[src/hdl/itc_pkg.sv]
// constants and types for the touch converter register bank
package itc_pkg;

   localparam logic [7:0] ADDR_STATUS = 8'h00; // status
   localparam logic [7:0] ADDR_RES_LO = 8'h02; // first result byte
   localparam logic [7:0] ADDR_RES_HI = 8'h09; // last result byte
   localparam logic [7:0] ADDR_RESET = 8'h0A; // reset and config mode
   localparam logic [7:0] ADDR_EN = 8'h0C; // channel enables
   localparam logic [7:0] ADDR_SCAN = 8'h0D; // normal scan rate
   localparam logic [7:0] ADDR_CHAN0_AMPLIFICATION = 8'h0E; // channel 0 gain
   localparam int BIT_CFG = 0; // config mode bit
   localparam int BIT_FULL = 4; // full reset bit
   localparam int BIT_READY = 6; // chip ready status bit
   localparam logic [7:0] RST_EN4 = 8'h1F; // four-channel enables
   localparam logic [7:0] RST_EN2 = 8'h13; // two-channel, low nibble fixed
   localparam logic [3:0] EN2_FIXED = 4'h3; // channels 0,1 always on
   localparam logic [1:0] RST_SCAN = 2'h1; // 40 samples per second
   localparam logic [5:0] RST_GAIN = 6'h28; // gain default
   localparam int NCH = 4; // channel count
   localparam int RES_W = 12; // result width
   localparam int CLK_MHZ = 200; // sys_clk rate
   localparam int READY_NS = 80; // internal settle after full reset
   localparam int READY_CYC = (READY_NS * CLK_MHZ + 999) / 1000;
   localparam logic [7:0] READY_CNT = 8'(READY_CYC);

   typedef enum logic [2:0] {
      ST_BOOT = 3'h1,
      ST_RUN = 3'h2,
      ST_CFG = 3'h4
   } itc_state_type;

   // true for an address inside the result window
   function automatic logic itc_is_res(input logic [7:0] a);
      return (a >= ADDR_RES_LO) && (a <= ADDR_RES_HI);
   endfunction

   // channel index of a result address
   function automatic logic [1:0] itc_res_chan(input logic [7:0] a);
      logic [7:0] off;
      off = a - ADDR_RES_LO;
      return off[2:1];
   endfunction
endpackage

[src/hdl/itc_res_if.sv]
// link between register control and result store
`timescale 1ns/100ps
`default_nettype none
interface itc_res_if;
   import itc_pkg::*;
   logic upd; // accept one finished conversion
   logic [1:0] chan; // channel of that conversion
   logic [RES_W-1:0] data; // its 12-bit value
   logic lock; // status read: snapshot results
   logic clr; // full reset: clear results
   logic [RES_W-1:0] locked [NCH]; // snapshot seen by reads
   modport ctl (output upd, chan, data, lock, clr, input locked);
   modport store (input upd, chan, data, lock, clr, output locked);
endinterface
`default_nettype wire

[src/hdl/itc_result_store.sv]
// live and locked channel results
`timescale 1ns/100ps
`default_nettype none
module itc_result_store
(
   input wire logic sys_clk, // system clock
   input wire logic reset, // synchronous reset, high
   input wire logic ce, // clock enable
   itc_res_if.store rs // results from control
);
   import itc_pkg::*;

   logic [RES_W-1:0] live_q [NCH]; // latest conversions
   logic [RES_W-1:0] live_d [NCH];
   logic [RES_W-1:0] lock_q [NCH]; // copy frozen at status read
   logic [RES_W-1:0] lock_d [NCH];

   genvar g;
   generate
      for (g = 0; g < NCH; g++)
      begin : g_ch
         // whole words only, so a read never sees half a result
         always_comb
         begin
            live_d[g] = live_q[g];
            lock_d[g] = lock_q[g];
            if (rs.clr)
            begin
               live_d[g] = '0;
               lock_d[g] = '0;
            end
            else
            begin
               if (rs.upd && (rs.chan == 2'(g)))
                  live_d[g] = rs.data;
               if (rs.lock)
                  lock_d[g] = live_q[g];
            end
         end

         // register stage
         always_ff @(posedge sys_clk)
         begin
            if (reset)
            begin
               live_q[g] <= '0;
               lock_q[g] <= '0;
            end
            else if (ce)
            begin
               live_q[g] <= live_d[g];
               lock_q[g] <= lock_d[g];
            end
         end
         assign rs.locked[g] = lock_q[g];
      end
   endgenerate

   AST_LOCK_HOLDS: assert property (@(posedge sys_clk) disable iff (reset)
      !rs.lock && !rs.clr |=> $stable(lock_q[1]))
      else $error("locked result changed without a status read");
   AST_LIVE_WHOLE: assert property (@(posedge sys_clk) disable iff (reset)
      ce && rs.upd && !rs.clr && rs.chan == 2'h0 |=> live_q[0] == $past(rs.data))
      else $error("channel 0 result not stored whole");
endmodule // itc_result_store
`default_nettype wire

[src/hdl/itc_regs.sv]
// register bank of the inductive touch converter
`timescale 1ns/100ps
`default_nettype none
module itc_regs
#(
   parameter bit FOUR_CHAN = 1'b1 // four-channel variant
)
(
   input wire logic sys_clk, // system clock
   input wire logic reset, // synchronous reset, high
   input wire logic ce, // clock enable
   input wire logic reg_addr_ld, // load register pointer
   input wire logic [7:0] reg_addr, // pointer value
   input wire logic reg_wr, // write byte at pointer
   input wire logic [7:0] reg_wdata, // write data
   input wire logic reg_rd, // read byte at pointer
   output logic [7:0] reg_rdata, // read data
   output logic reg_rvalid, // read data valid pulse
   input wire logic conv_valid, // conversion done pulse
   input wire logic [1:0] conv_chan, // converted channel
   input wire logic [itc_pkg::RES_W-1:0] conv_data, // result
   output logic conv_run, // conversions allowed
   output logic chip_ready, // chip ready after reset
   output logic [3:0] chan_on, // channel enables
   output logic [3:0] lowpwr_on, // low-power enables
   output logic [1:0] normal_sample_rate_sel, // scan rate
   output logic [5:0] chan0_amplification // channel 0 gain
);
   import itc_pkg::*;

   localparam logic [7:0] RST_EN = FOUR_CHAN ? RST_EN4 : RST_EN2;

   itc_res_if rs (); // link to result store

   itc_state_type state_q; // boot, run or config
   itc_state_type state_d;
   logic [7:0] cnt_q; // ready countdown
   logic [7:0] cnt_d;
   logic cfg_q; // config mode bit
   logic cfg_d;
   logic [7:0] en_q; // enable register
   logic [7:0] en_d;
   logic [1:0] scan_q; // scan rate code
   logic [1:0] scan_d;
   logic [5:0] gain_q; // gain field
   logic [5:0] gain_d;
   logic [7:0] ptr_q; // auto-increment pointer
   logic [7:0] ptr_d;
   logic [7:0] rdata_q; // read byte
   logic [7:0] rdata_d;
   logic rvalid_q; // read valid
   logic rvalid_d;
   logic run_q; // conversion gate
   logic run_d; // next conversion gate
   logic ready_q; // ready flag
   logic ready_d; // next ready flag
   logic [7:0] cur; // address this access uses
   logic full_rst; // full-reset write seen
   logic wr_ok; // write accepted

   // pointer may be loaded and used in the same cycle
   always_comb
   begin
      cur = reg_addr_ld ? reg_addr : ptr_q;
      full_rst = reg_wr && (cur == ADDR_RESET) && reg_wdata[BIT_FULL];
      // writes are refused during the settle time after a full reset
      wr_ok = reg_wr && (state_q != ST_BOOT);
   end

   // register byte seen by a read
   function automatic logic [7:0] rd_mux(input logic [7:0] a);
      logic [RES_W-1:0] v;
      logic [7:0] r;
      v = rs.locked[itc_res_chan(a)];
      r = 8'h00;
      if (itc_is_res(a))
         r = a[0] ? {4'h0, v[11:8]} : v[7:0];
      else
      begin
         case (a)
            ADDR_STATUS: r[BIT_READY] = (state_q != ST_BOOT);
            ADDR_RESET: r[BIT_CFG] = cfg_q;
            ADDR_EN: r = FOUR_CHAN ? en_q : {en_q[7:4], 4'h0};
            ADDR_SCAN: r = {6'h00, scan_q};
            ADDR_CHAN0_AMPLIFICATION: r = {2'h0, gain_q};
            default: r = 8'h00; // unmapped reads zero
         endcase
      end
      return r;
   endfunction

   // next state of pointer and read path
   always_comb
   begin
      ptr_d = cur;
      rdata_d = rdata_q;
      rvalid_d = 1'b0;
      if (reg_rd)
      begin
         rdata_d = rd_mux(cur);
         rvalid_d = 1'b1;
      end
      if (reg_rd || reg_wr)
         ptr_d = 8'(cur + 8'h01);
   end

   // next state of control registers and mode
   always_comb
   begin
      state_d = state_q;
      cnt_d = cnt_q;
      cfg_d = cfg_q;
      en_d = en_q;
      scan_d = scan_q;
      gain_d = gain_q;
      if (full_rst)
      begin
         cfg_d = 1'b0;
         en_d = RST_EN;
         scan_d = RST_SCAN;
         gain_d = RST_GAIN;
         state_d = ST_BOOT;
         cnt_d = READY_CNT;
      end
      else
      begin
         if (wr_ok)
         begin
            case (cur)
               ADDR_RESET: cfg_d = reg_wdata[BIT_CFG];
               ADDR_EN: en_d = FOUR_CHAN ? reg_wdata : {reg_wdata[7:4], EN2_FIXED};
               ADDR_SCAN: scan_d = reg_wdata[1:0];
               ADDR_CHAN0_AMPLIFICATION: gain_d = reg_wdata[5:0];
               default: cfg_d = cfg_q; // read-only or unmapped
            endcase
         end
         case (state_q)
            ST_BOOT:
            begin
               if (cnt_q <= 8'h01)
                  state_d = cfg_q ? ST_CFG : ST_RUN;
               else
                  cnt_d = 8'(cnt_q - 8'h01);
            end
            ST_RUN: if (cfg_d) state_d = ST_CFG;
            ST_CFG: if (!cfg_d) state_d = ST_RUN;
            default: state_d = ST_BOOT; // lost one-hot code
         endcase
      end
      // gate and flag follow the next state so they change with it
      run_d = (state_d == ST_RUN);
      ready_d = (state_d != ST_BOOT);
   end

   // register all control state
   always_ff @(posedge sys_clk)
   begin
      if (reset)
      begin
         state_q <= ST_RUN;
         cnt_q <= 8'h00;
         cfg_q <= 1'b0;
         en_q <= RST_EN;
         scan_q <= RST_SCAN;
         gain_q <= RST_GAIN;
         ptr_q <= 8'h00;
         rdata_q <= 8'h00;
         rvalid_q <= 1'b0;
         run_q <= 1'b1;
         ready_q <= 1'b1;
      end
      else if (ce)
      begin
         state_q <= state_d;
         cnt_q <= cnt_d;
         cfg_q <= cfg_d;
         en_q <= en_d;
         scan_q <= scan_d;
         gain_q <= gain_d;
         ptr_q <= ptr_d;
         rdata_q <= rdata_d;
         rvalid_q <= rvalid_d;
         run_q <= run_d;
         ready_q <= ready_d;
      end
   end

   // conversions land only while running on an enabled channel
   always_comb
   begin
      rs.upd = ce && conv_valid && run_q && en_q[conv_chan];
      rs.chan = conv_chan;
      rs.data = conv_data;
      // locking on status read keeps bytes of a word coherent
      rs.lock = ce && reg_rd && (cur == ADDR_STATUS);
      rs.clr = ce && full_rst;
   end

   itc_result_store u_store (
      .sys_clk(sys_clk),
      .reset(reset),
      .ce(ce),
      .rs(rs.store)
   );

   assign reg_rdata = rdata_q;
   assign reg_rvalid = rvalid_q;
   assign conv_run = run_q;
   assign chip_ready = ready_q;
   assign chan_on = en_q[3:0];
   assign lowpwr_on = en_q[7:4];
   assign normal_sample_rate_sel = scan_q;
   assign chan0_amplification = gain_q;

   AST_BURST_INC: assert property (@(posedge sys_clk) disable iff (reset)
      ce && reg_rd && !reg_addr_ld |=> ptr_q == 8'($past(ptr_q) + 8'h01))
      else $error("pointer did not advance after a read");
   AST_FULL_DEFAULTS: assert property (@(posedge sys_clk) disable iff (reset)
      ce && full_rst |=> en_q == RST_EN && scan_q == RST_SCAN && gain_q == RST_GAIN && !cfg_q)
      else $error("full reset left a register off its default");
   AST_NOT_READY: assert property (@(posedge sys_clk) disable iff (reset || !ce)
      full_rst |=> (!ready_q && !run_q) [*8])
      else $error("operation resumed before ready");
   AST_READY_BACK: assert property (@(posedge sys_clk) disable iff (reset || !ce)
      full_rst ##1 (!full_rst) [*8] ##1 (!full_rst) [*8] |-> ##[1:8] ready_q)
      else $error("chip ready never returned");
   AST_CFG_NO_CONV: assert property (@(posedge sys_clk) disable iff (reset)
      cfg_q && state_q == ST_CFG |-> !run_q && !rs.upd)
      else $error("conversion accepted in config mode");
   AST_CFG_KEEP: assert property (@(posedge sys_clk) disable iff (reset)
      !reg_wr |=> $stable(en_q) && $stable(scan_q) && $stable(gain_q))
      else $error("setting changed without a write");
   AST_TWO_CH_FIXED: assert property (@(posedge sys_clk) disable iff (reset)
      !FOUR_CHAN |-> chan_on == EN2_FIXED)
      else $error("two-channel enables not fixed");
   AST_CH1_LOW: assert property (@(posedge sys_clk) disable iff (reset)
      ce && reg_rd && cur == 8'h04 |=> reg_rdata == rs.locked[1][7:0] && reg_rvalid)
      else $error("channel 1 low byte wrong");
   AST_HIGH_ZERO: assert property (@(posedge sys_clk) disable iff (reset)
      ce && reg_rd && itc_is_res(cur) && cur[0] |=> reg_rdata[7:4] == 4'h0)
      else $error("result high byte upper bits not zero");
   AST_SCAN_RST: assert property (@(posedge sys_clk)
      reset |=> normal_sample_rate_sel == RST_SCAN)
      else $error("scan rate reset code wrong");

   // result bytes come from the locked copy, low byte on the even address
   AST_CH0_LOW: assert property (@(posedge sys_clk) disable iff (reset)
      ce && reg_rd && cur == ADDR_RES_LO |=> reg_rdata == rs.locked[0][7:0])
      else $error("channel 0 low byte wrong");
   AST_CH0_HIGH: assert property (@(posedge sys_clk) disable iff (reset)
      ce && reg_rd && cur == ADDR_RES_LO + 8'h01 |=> reg_rdata == {4'h0, rs.locked[0][11:8]})
      else $error("channel 0 high byte wrong");
   AST_CH2_LOW: assert property (@(posedge sys_clk) disable iff (reset)
      ce && reg_rd && cur == ADDR_RES_LO + 8'h04 |=> reg_rdata == rs.locked[2][7:0])
      else $error("channel 2 low byte wrong");
   AST_CH3_HIGH: assert property (@(posedge sys_clk) disable iff (reset)
      ce && reg_rd && cur == ADDR_RES_HI |=> reg_rdata == {4'h0, rs.locked[3][11:8]})
      else $error("channel 3 high byte wrong");

   // reads show the stored fields with reserved bits, and the fixed two-channel enables, at zero
   AST_STATUS_BIT: assert property (@(posedge sys_clk) disable iff (reset)
      ce && reg_rd && cur == ADDR_STATUS |=> reg_rdata == {1'b0, $past(ready_q), 6'h00})
      else $error("status read does not show chip ready");
   AST_CFG_BIT: assert property (@(posedge sys_clk) disable iff (reset)
      ce && reg_rd && cur == ADDR_RESET |=> reg_rdata == {7'h00, $past(cfg_q)})
      else $error("reset register read wrong");
   AST_SCAN_BITS: assert property (@(posedge sys_clk) disable iff (reset)
      ce && reg_rd && cur == ADDR_SCAN |=> reg_rdata == {6'h00, $past(scan_q)})
      else $error("scan rate read wrong");
   AST_GAIN_RSVD: assert property (@(posedge sys_clk) disable iff (reset)
      ce && reg_rd && cur == ADDR_CHAN0_AMPLIFICATION |=> reg_rdata[7:6] == 2'h0)
      else $error("gain reserved bits not zero");
   AST_TWO_CH_READ: assert property (@(posedge sys_clk) disable iff (reset)
      ce && reg_rd && cur == ADDR_EN && !FOUR_CHAN |=> reg_rdata[3:0] == 4'h0)
      else $error("two-channel enable bits not read as zero");

   // an accepted write shows on the field outputs one cycle later
   AST_EN_WRITE: assert property (@(posedge sys_clk) disable iff (reset)
      ce && wr_ok && !full_rst && cur == ADDR_EN && FOUR_CHAN |=> chan_on == $past(reg_wdata[3:0]))
      else $error("channel enables not taken from the write");
   AST_LP_WRITE: assert property (@(posedge sys_clk) disable iff (reset)
      ce && wr_ok && !full_rst && cur == ADDR_EN |=> lowpwr_on == $past(reg_wdata[7:4]))
      else $error("low-power enables not taken from the write");
   AST_SCAN_WRITE: assert property (@(posedge sys_clk) disable iff (reset)
      ce && wr_ok && !full_rst && cur == ADDR_SCAN |=> normal_sample_rate_sel == $past(reg_wdata[1:0]))
      else $error("scan rate not taken from the write");
   AST_GAIN_WRITE: assert property (@(posedge sys_clk) disable iff (reset)
      ce && wr_ok && !full_rst && cur == ADDR_CHAN0_AMPLIFICATION |=> chan0_amplification == $past(reg_wdata[5:0]))
      else $error("gain not taken from the write");
   AST_CFG_STOPS: assert property (@(posedge sys_clk) disable iff (reset)
      ce && wr_ok && !full_rst && cur == ADDR_RESET && reg_wdata[BIT_CFG] |=> !conv_run)
      else $error("config mode did not stop conversions");

   // the settle time after a full reset refuses writes and conversions
   AST_BOOT_REFUSE: assert property (@(posedge sys_clk) disable iff (reset)
      ce && reg_wr && !full_rst && !ready_q |=> $stable(en_q) && $stable(scan_q) && $stable(gain_q) && $stable(cfg_q))
      else $error("write accepted before chip ready");
   AST_BOOT_NO_CONV: assert property (@(posedge sys_clk) disable iff (reset)
      !ready_q |-> !rs.upd)
      else $error("conversion accepted before chip ready");
   AST_FULL_CLEARS: assert property (@(posedge sys_clk) disable iff (reset)
      ce && full_rst |=> rs.locked[0] == '0 && rs.locked[3] == '0)
      else $error("full reset left a result in place");
endmodule // itc_regs
`default_nettype wire

[config.mk]
export PLATFORM = sky130hd
export DESIGN_NAME = itc_regs
export DESIGN_NICKNAME = d
export VERILOG_FILES = /design/src/hdl/itc_pkg.sv /design/src/hdl/itc_res_if.sv /design/src/hdl/itc_result_store.sv /design/src/hdl/itc_regs.sv
export SDC_FILE = /design/constraint.sdc
export NUM_CORES = 1
export LEC_CHECK = 0
export ABC_AREA = 1
export BUFFER_PORTS_ARGS = -buffer_cell sky130_fd_sc_hd__buf_2
export CAP_MARGIN = 20
export CORE_ASPECT_RATIO = 1.1
export CORE_UTILIZATION = 35
export CTS_BUF_LIST = sky130_fd_sc_hd__clkbuf_16
export CTS_CLUSTER_DIAMETER = 60
export CTS_CLUSTER_SIZE = 25
export DETAILED_ROUTE_END_ITERATION = 10
export PLACE_DENSITY_LB_ADDON = 0.05
export SLEW_MARGIN = 10
export SYNTH_ARGS = -nofsm -noshare
export SYNTH_HDL_FRONTEND = slang
export SYNTH_HIERARCHICAL = 1
export SYNTH_SLANG_ARGS = --single-unit
[constraint.sdc]
create_clock -name sys_clk -period 12.8 [get_ports sys_clk]
set_input_delay 1.28 -clock sys_clk [delete_from_list [all_inputs] [get_ports sys_clk]]
set_output_delay 1.28 -clock sys_clk [all_outputs]
set_load 0.05 [all_outputs]
==> impl_metrics.py <==
metrics = {
    "status": {
        "outcome": "finished, final reports clean",
    },
    "clock_network": {
        "cts-hold-fix-buffers": 0,
        "worst_skew_pair.late_latency_ps": 420,
        "clkSinkCount": 143,
        "post-cts-setup-buffer-count": 0,
        "cts.repair.resized": 0,
        "tritoncts": "built",
        "clock_edge_transition_at_the_registers_on_the_reported_setup_and_hold_paths_ps": 60,
        "cts-buffers-inserted": 17,
        "cts.path.max_buffers": 2,
        "cts_htree_levels": 4,
        "cts_root_buffer": "clkbuf_16",
    },
    "cells_and_area": {
        "n_fill_cell": 1898,
        "final_design_area_no_fill_um2": 7760,
        "antenna_cells_inserted": 0,
        "area_delta_synth_final_pct": 16.5,
        "layout.nets": 857,
        "final_layout_size_suffix_gt1_frac": 0.155,
        "postLayoutCoreUtil": 0.419,
        "instances_no_fill": 1069,
    },
    "logic_synthesis": {
        "synth_cell_types": 37,
        "post_synth_instance_area_um2": 6670,
        "post-synth-top-area-fraction": 0.433,
        "synth-main-ff-cell": "edfxtp_1",
        "synth.yosys.seq_area_share": 0.574,
        "seq_cells_post_synth": 143,
        "synth_warnings": 6,
        "synth_nets": 795,
        "syn-instance-count": 751,
        "synthMostInstantiatedCell": "nor2_1",
        "synth_enable_flop_cells": 96,
        "ys_async_sr_fraction": 0,
        "netlist.top_cell.by_area": "edfxtp_1",
        "synthTopCellsByArea": "edfxtp_1 43%, dfxtp_1 14%, nor2_1 7.2%",
        "syn_avg_cell_area_um2": 8.88,
        "synth_commonest_cells": "127 x nor2_1, 119 x inv_1, 111 x nand2_1",
    },
    "global_route": {
        "grt_start_max_net_pins": 61,
        "globalRouteTotalUtil": 0.176,
        "grt_pass1_vias": 5044,
        "grt.overflow.total": 0,
        "number_of_antenna_violations_at_the_first_check_in_global_routing": 0,
        "grt_first_pass_wirelength_mm": 26.3,
    },
    "power_and_ir_drop": {
        "ir_drop_v": 0.0000924,
        "power.density_cell_area_nw_per_um2": 146,
        "p_leak_nw": 3.48,
        "total_power_mw": 1.13,
    },
    "die": {
        "floorplan.die.height_um": 147,
        "boundaryPins": 64,
        "chipWidth_um": 134,
        "initial_utilization": 0.359,
        "placementRows": 52,
        "dieArea_um2": 19600,
        "design.core.area_um2": 18500,
    },
    "worst_setup_path": {
        "ff2ff_setup_slack_ps": 9440,
        "critPathMostFrequentCell": "nor2_1",
        "end_kind": "flip-flop",
        "cp_slowest_stage_delay_ps": 530,
        "worstPathRequired_ps": 12850,
        "timing.critical_path.fanout_max": 48,
        "critical_path.cell_chain": "buf_2, inv_2, nand2_1, nand2_2, inv_1, ha_1, nand3_1, nor2_1, and2_4, nand3_2, nor2_1, nor2_4, a21oi_4, buf_4",
        "cpMaxStageDelayCell": "buf_4",
        "crit_path_start_kind": "primary input",
        "path_class": "primary input to flip-flop",
        "critPathArrivalTime_ps": 4320,
    },
    "timing": {
        "post-route-period-util": 0.334,
        "finClkSkew_ps": 7.75,
        "fmax_mhz": 234,
        "finalSetupViolCount": 0,
        "finalCriticalPeriod_ps": 4270,
        "hold_viol_final": 0,
        "tightest_slew_ps": 765,
        "slew-limit-headroom": 0.489,
        "max_slew_violations": 0,
        "grt_setup_unrepaired": "false",
        "timing.setup.tns_ps": 0,
    },
    "drt": {
        "post_drt_wl_per_cell_um": 15.2,
        "postRouteWirelength_mm": 16.3,
        "detailedRoute.firstIterationViolations": 244,
        "post-route-drc-count": 0,
        "antenna_left": 0,
        "vias": 4957,
        "detail_route.vias_per_cell": 4.64,
        "drt_pre_antenna_iters": 6,
    },
    "flow_run": {
        "timing.max_cap.violations": 0,
    },
    "placed_design": {
        "placed_area_um2": 7170,
        "placed_cells": 1037,
        "port_buffers": 63,
        "place.detailed.hpwl_mm": 11.1,
        "globalplace.congestion": 0.812,
    },
    "hold_path": {
        "hold_class": "flip-flop to flip-flop",
    },
}
==> final timing paths <==
check / start / to / cells after the start
setup / recovery: reg_addr_ld / u_store/lock_q[0][7]$_SDFFCE_PP0P_ / 14
hold / removal: reg_rvalid$_SDFFE_PP0P_ / reg_rvalid$_SDFFE_PP0P_ / 2
setup reg to reg: ptr_q[0]$_SDFFE_PP0P_ / u_store/lock_q[0][7]$_SDFFCE_PP0P_ / 12
hold reg to reg: reg_rvalid$_SDFFE_PP0P_ / reg_rvalid$_SDFFE_PP0P_ / 2
==> flip-flops by register name, summed over array words and instances, names as in the netlist <==
| register | flops |
|---|---|
| conv_run | 1 |
| normal_sample_rate_sel | 2 |
| reg_rdata | 8 |
| cfg_q | 1 |
| en_q | 8 |
| u_store/lock_q | 48 |
| state_q | 3 |
| cnt_q | 8 |
| chan0_amplification | 6 |
| reg_rvalid | 1 |
| chip_ready | 1 |
| u_store/live_q | 48 |
| ptr_q | 8 |
==> metal layers <==
| metal | part of all wire | track usage |
|---|---|---|
| met4 | 0.013 | 0.0585 |
| met1 | 0.44 | 0.209 |
| met5 | 0 | 0 |
| met2 | 0.51 | 0.315 |
| met3 | 0.035 | 0.0380 |
==> cell type report <==
class                      instances  area (um^2)  share of cell area
sequential                       143         3820               0.493
inverter                         125          469              0.0604
clock inverter                    15          170              0.0219
tap                              243          304              0.0392
timing repair buffer              69          360              0.0464
clock buffer                      17          425              0.0548
multi-input combinational        457         2210               0.285
==> per-stage QoR <==
| step | setup WS, ps | hold WS (ps) |
|---|---|---|
| 2_1_floorplan | 6840 | 470 |
| 3_3_place_gp | 8190 | 448 |
| 3_5_place_dp | 8080 | 464 |
| 4_1_cts | 8510 | 471 |
| 5_1_grt | 8170 | 511 |
| 6_report | 8530 | 469 |
==> cells in the final DEF (no fill, tap or decap), types with 5 or more instances in the layout <==
cell type and n:
a21oi_1 46, buf_2 63, buf_4 6, clkbuf_16 17, dfxtp_1 47, edfxtp_1 96
ha_1 7, inv_1 122, inv_2 5, nand2_1 111, nand2_2 12, nand3_1 71
nand4_1 9, nor2_1 127, o21ai_0 36, xor2_1 7
==> worst max-delay path: cells and delay by family <==
kind,cells,cell delay (ps)
compound gates,1,140
fa+ha+maj,1,270
simple gates,8,1470
buf+inv,4,1130
==> power breakdown <==
group          total (mW)  switching (mW)  internal (mW)
combinational       0.108          0.0776         0.0301
sequential          0.527         0.00761          0.519
clock               0.496           0.191          0.306
==> kinds of logic after synthesis <==
kind of cell,Yosys count,share of synthesized area
AOI/OAI and AO/OA,95,0.0745
xor gates and xnor gates,10,0.0131
adders and majority gates,7,0.0131
buffers and inverters,151,0.0963
DFF,143,0.574
and+or+nand+nor,345,0.229
No activity file was read; power rests on OpenSTA's default activity.
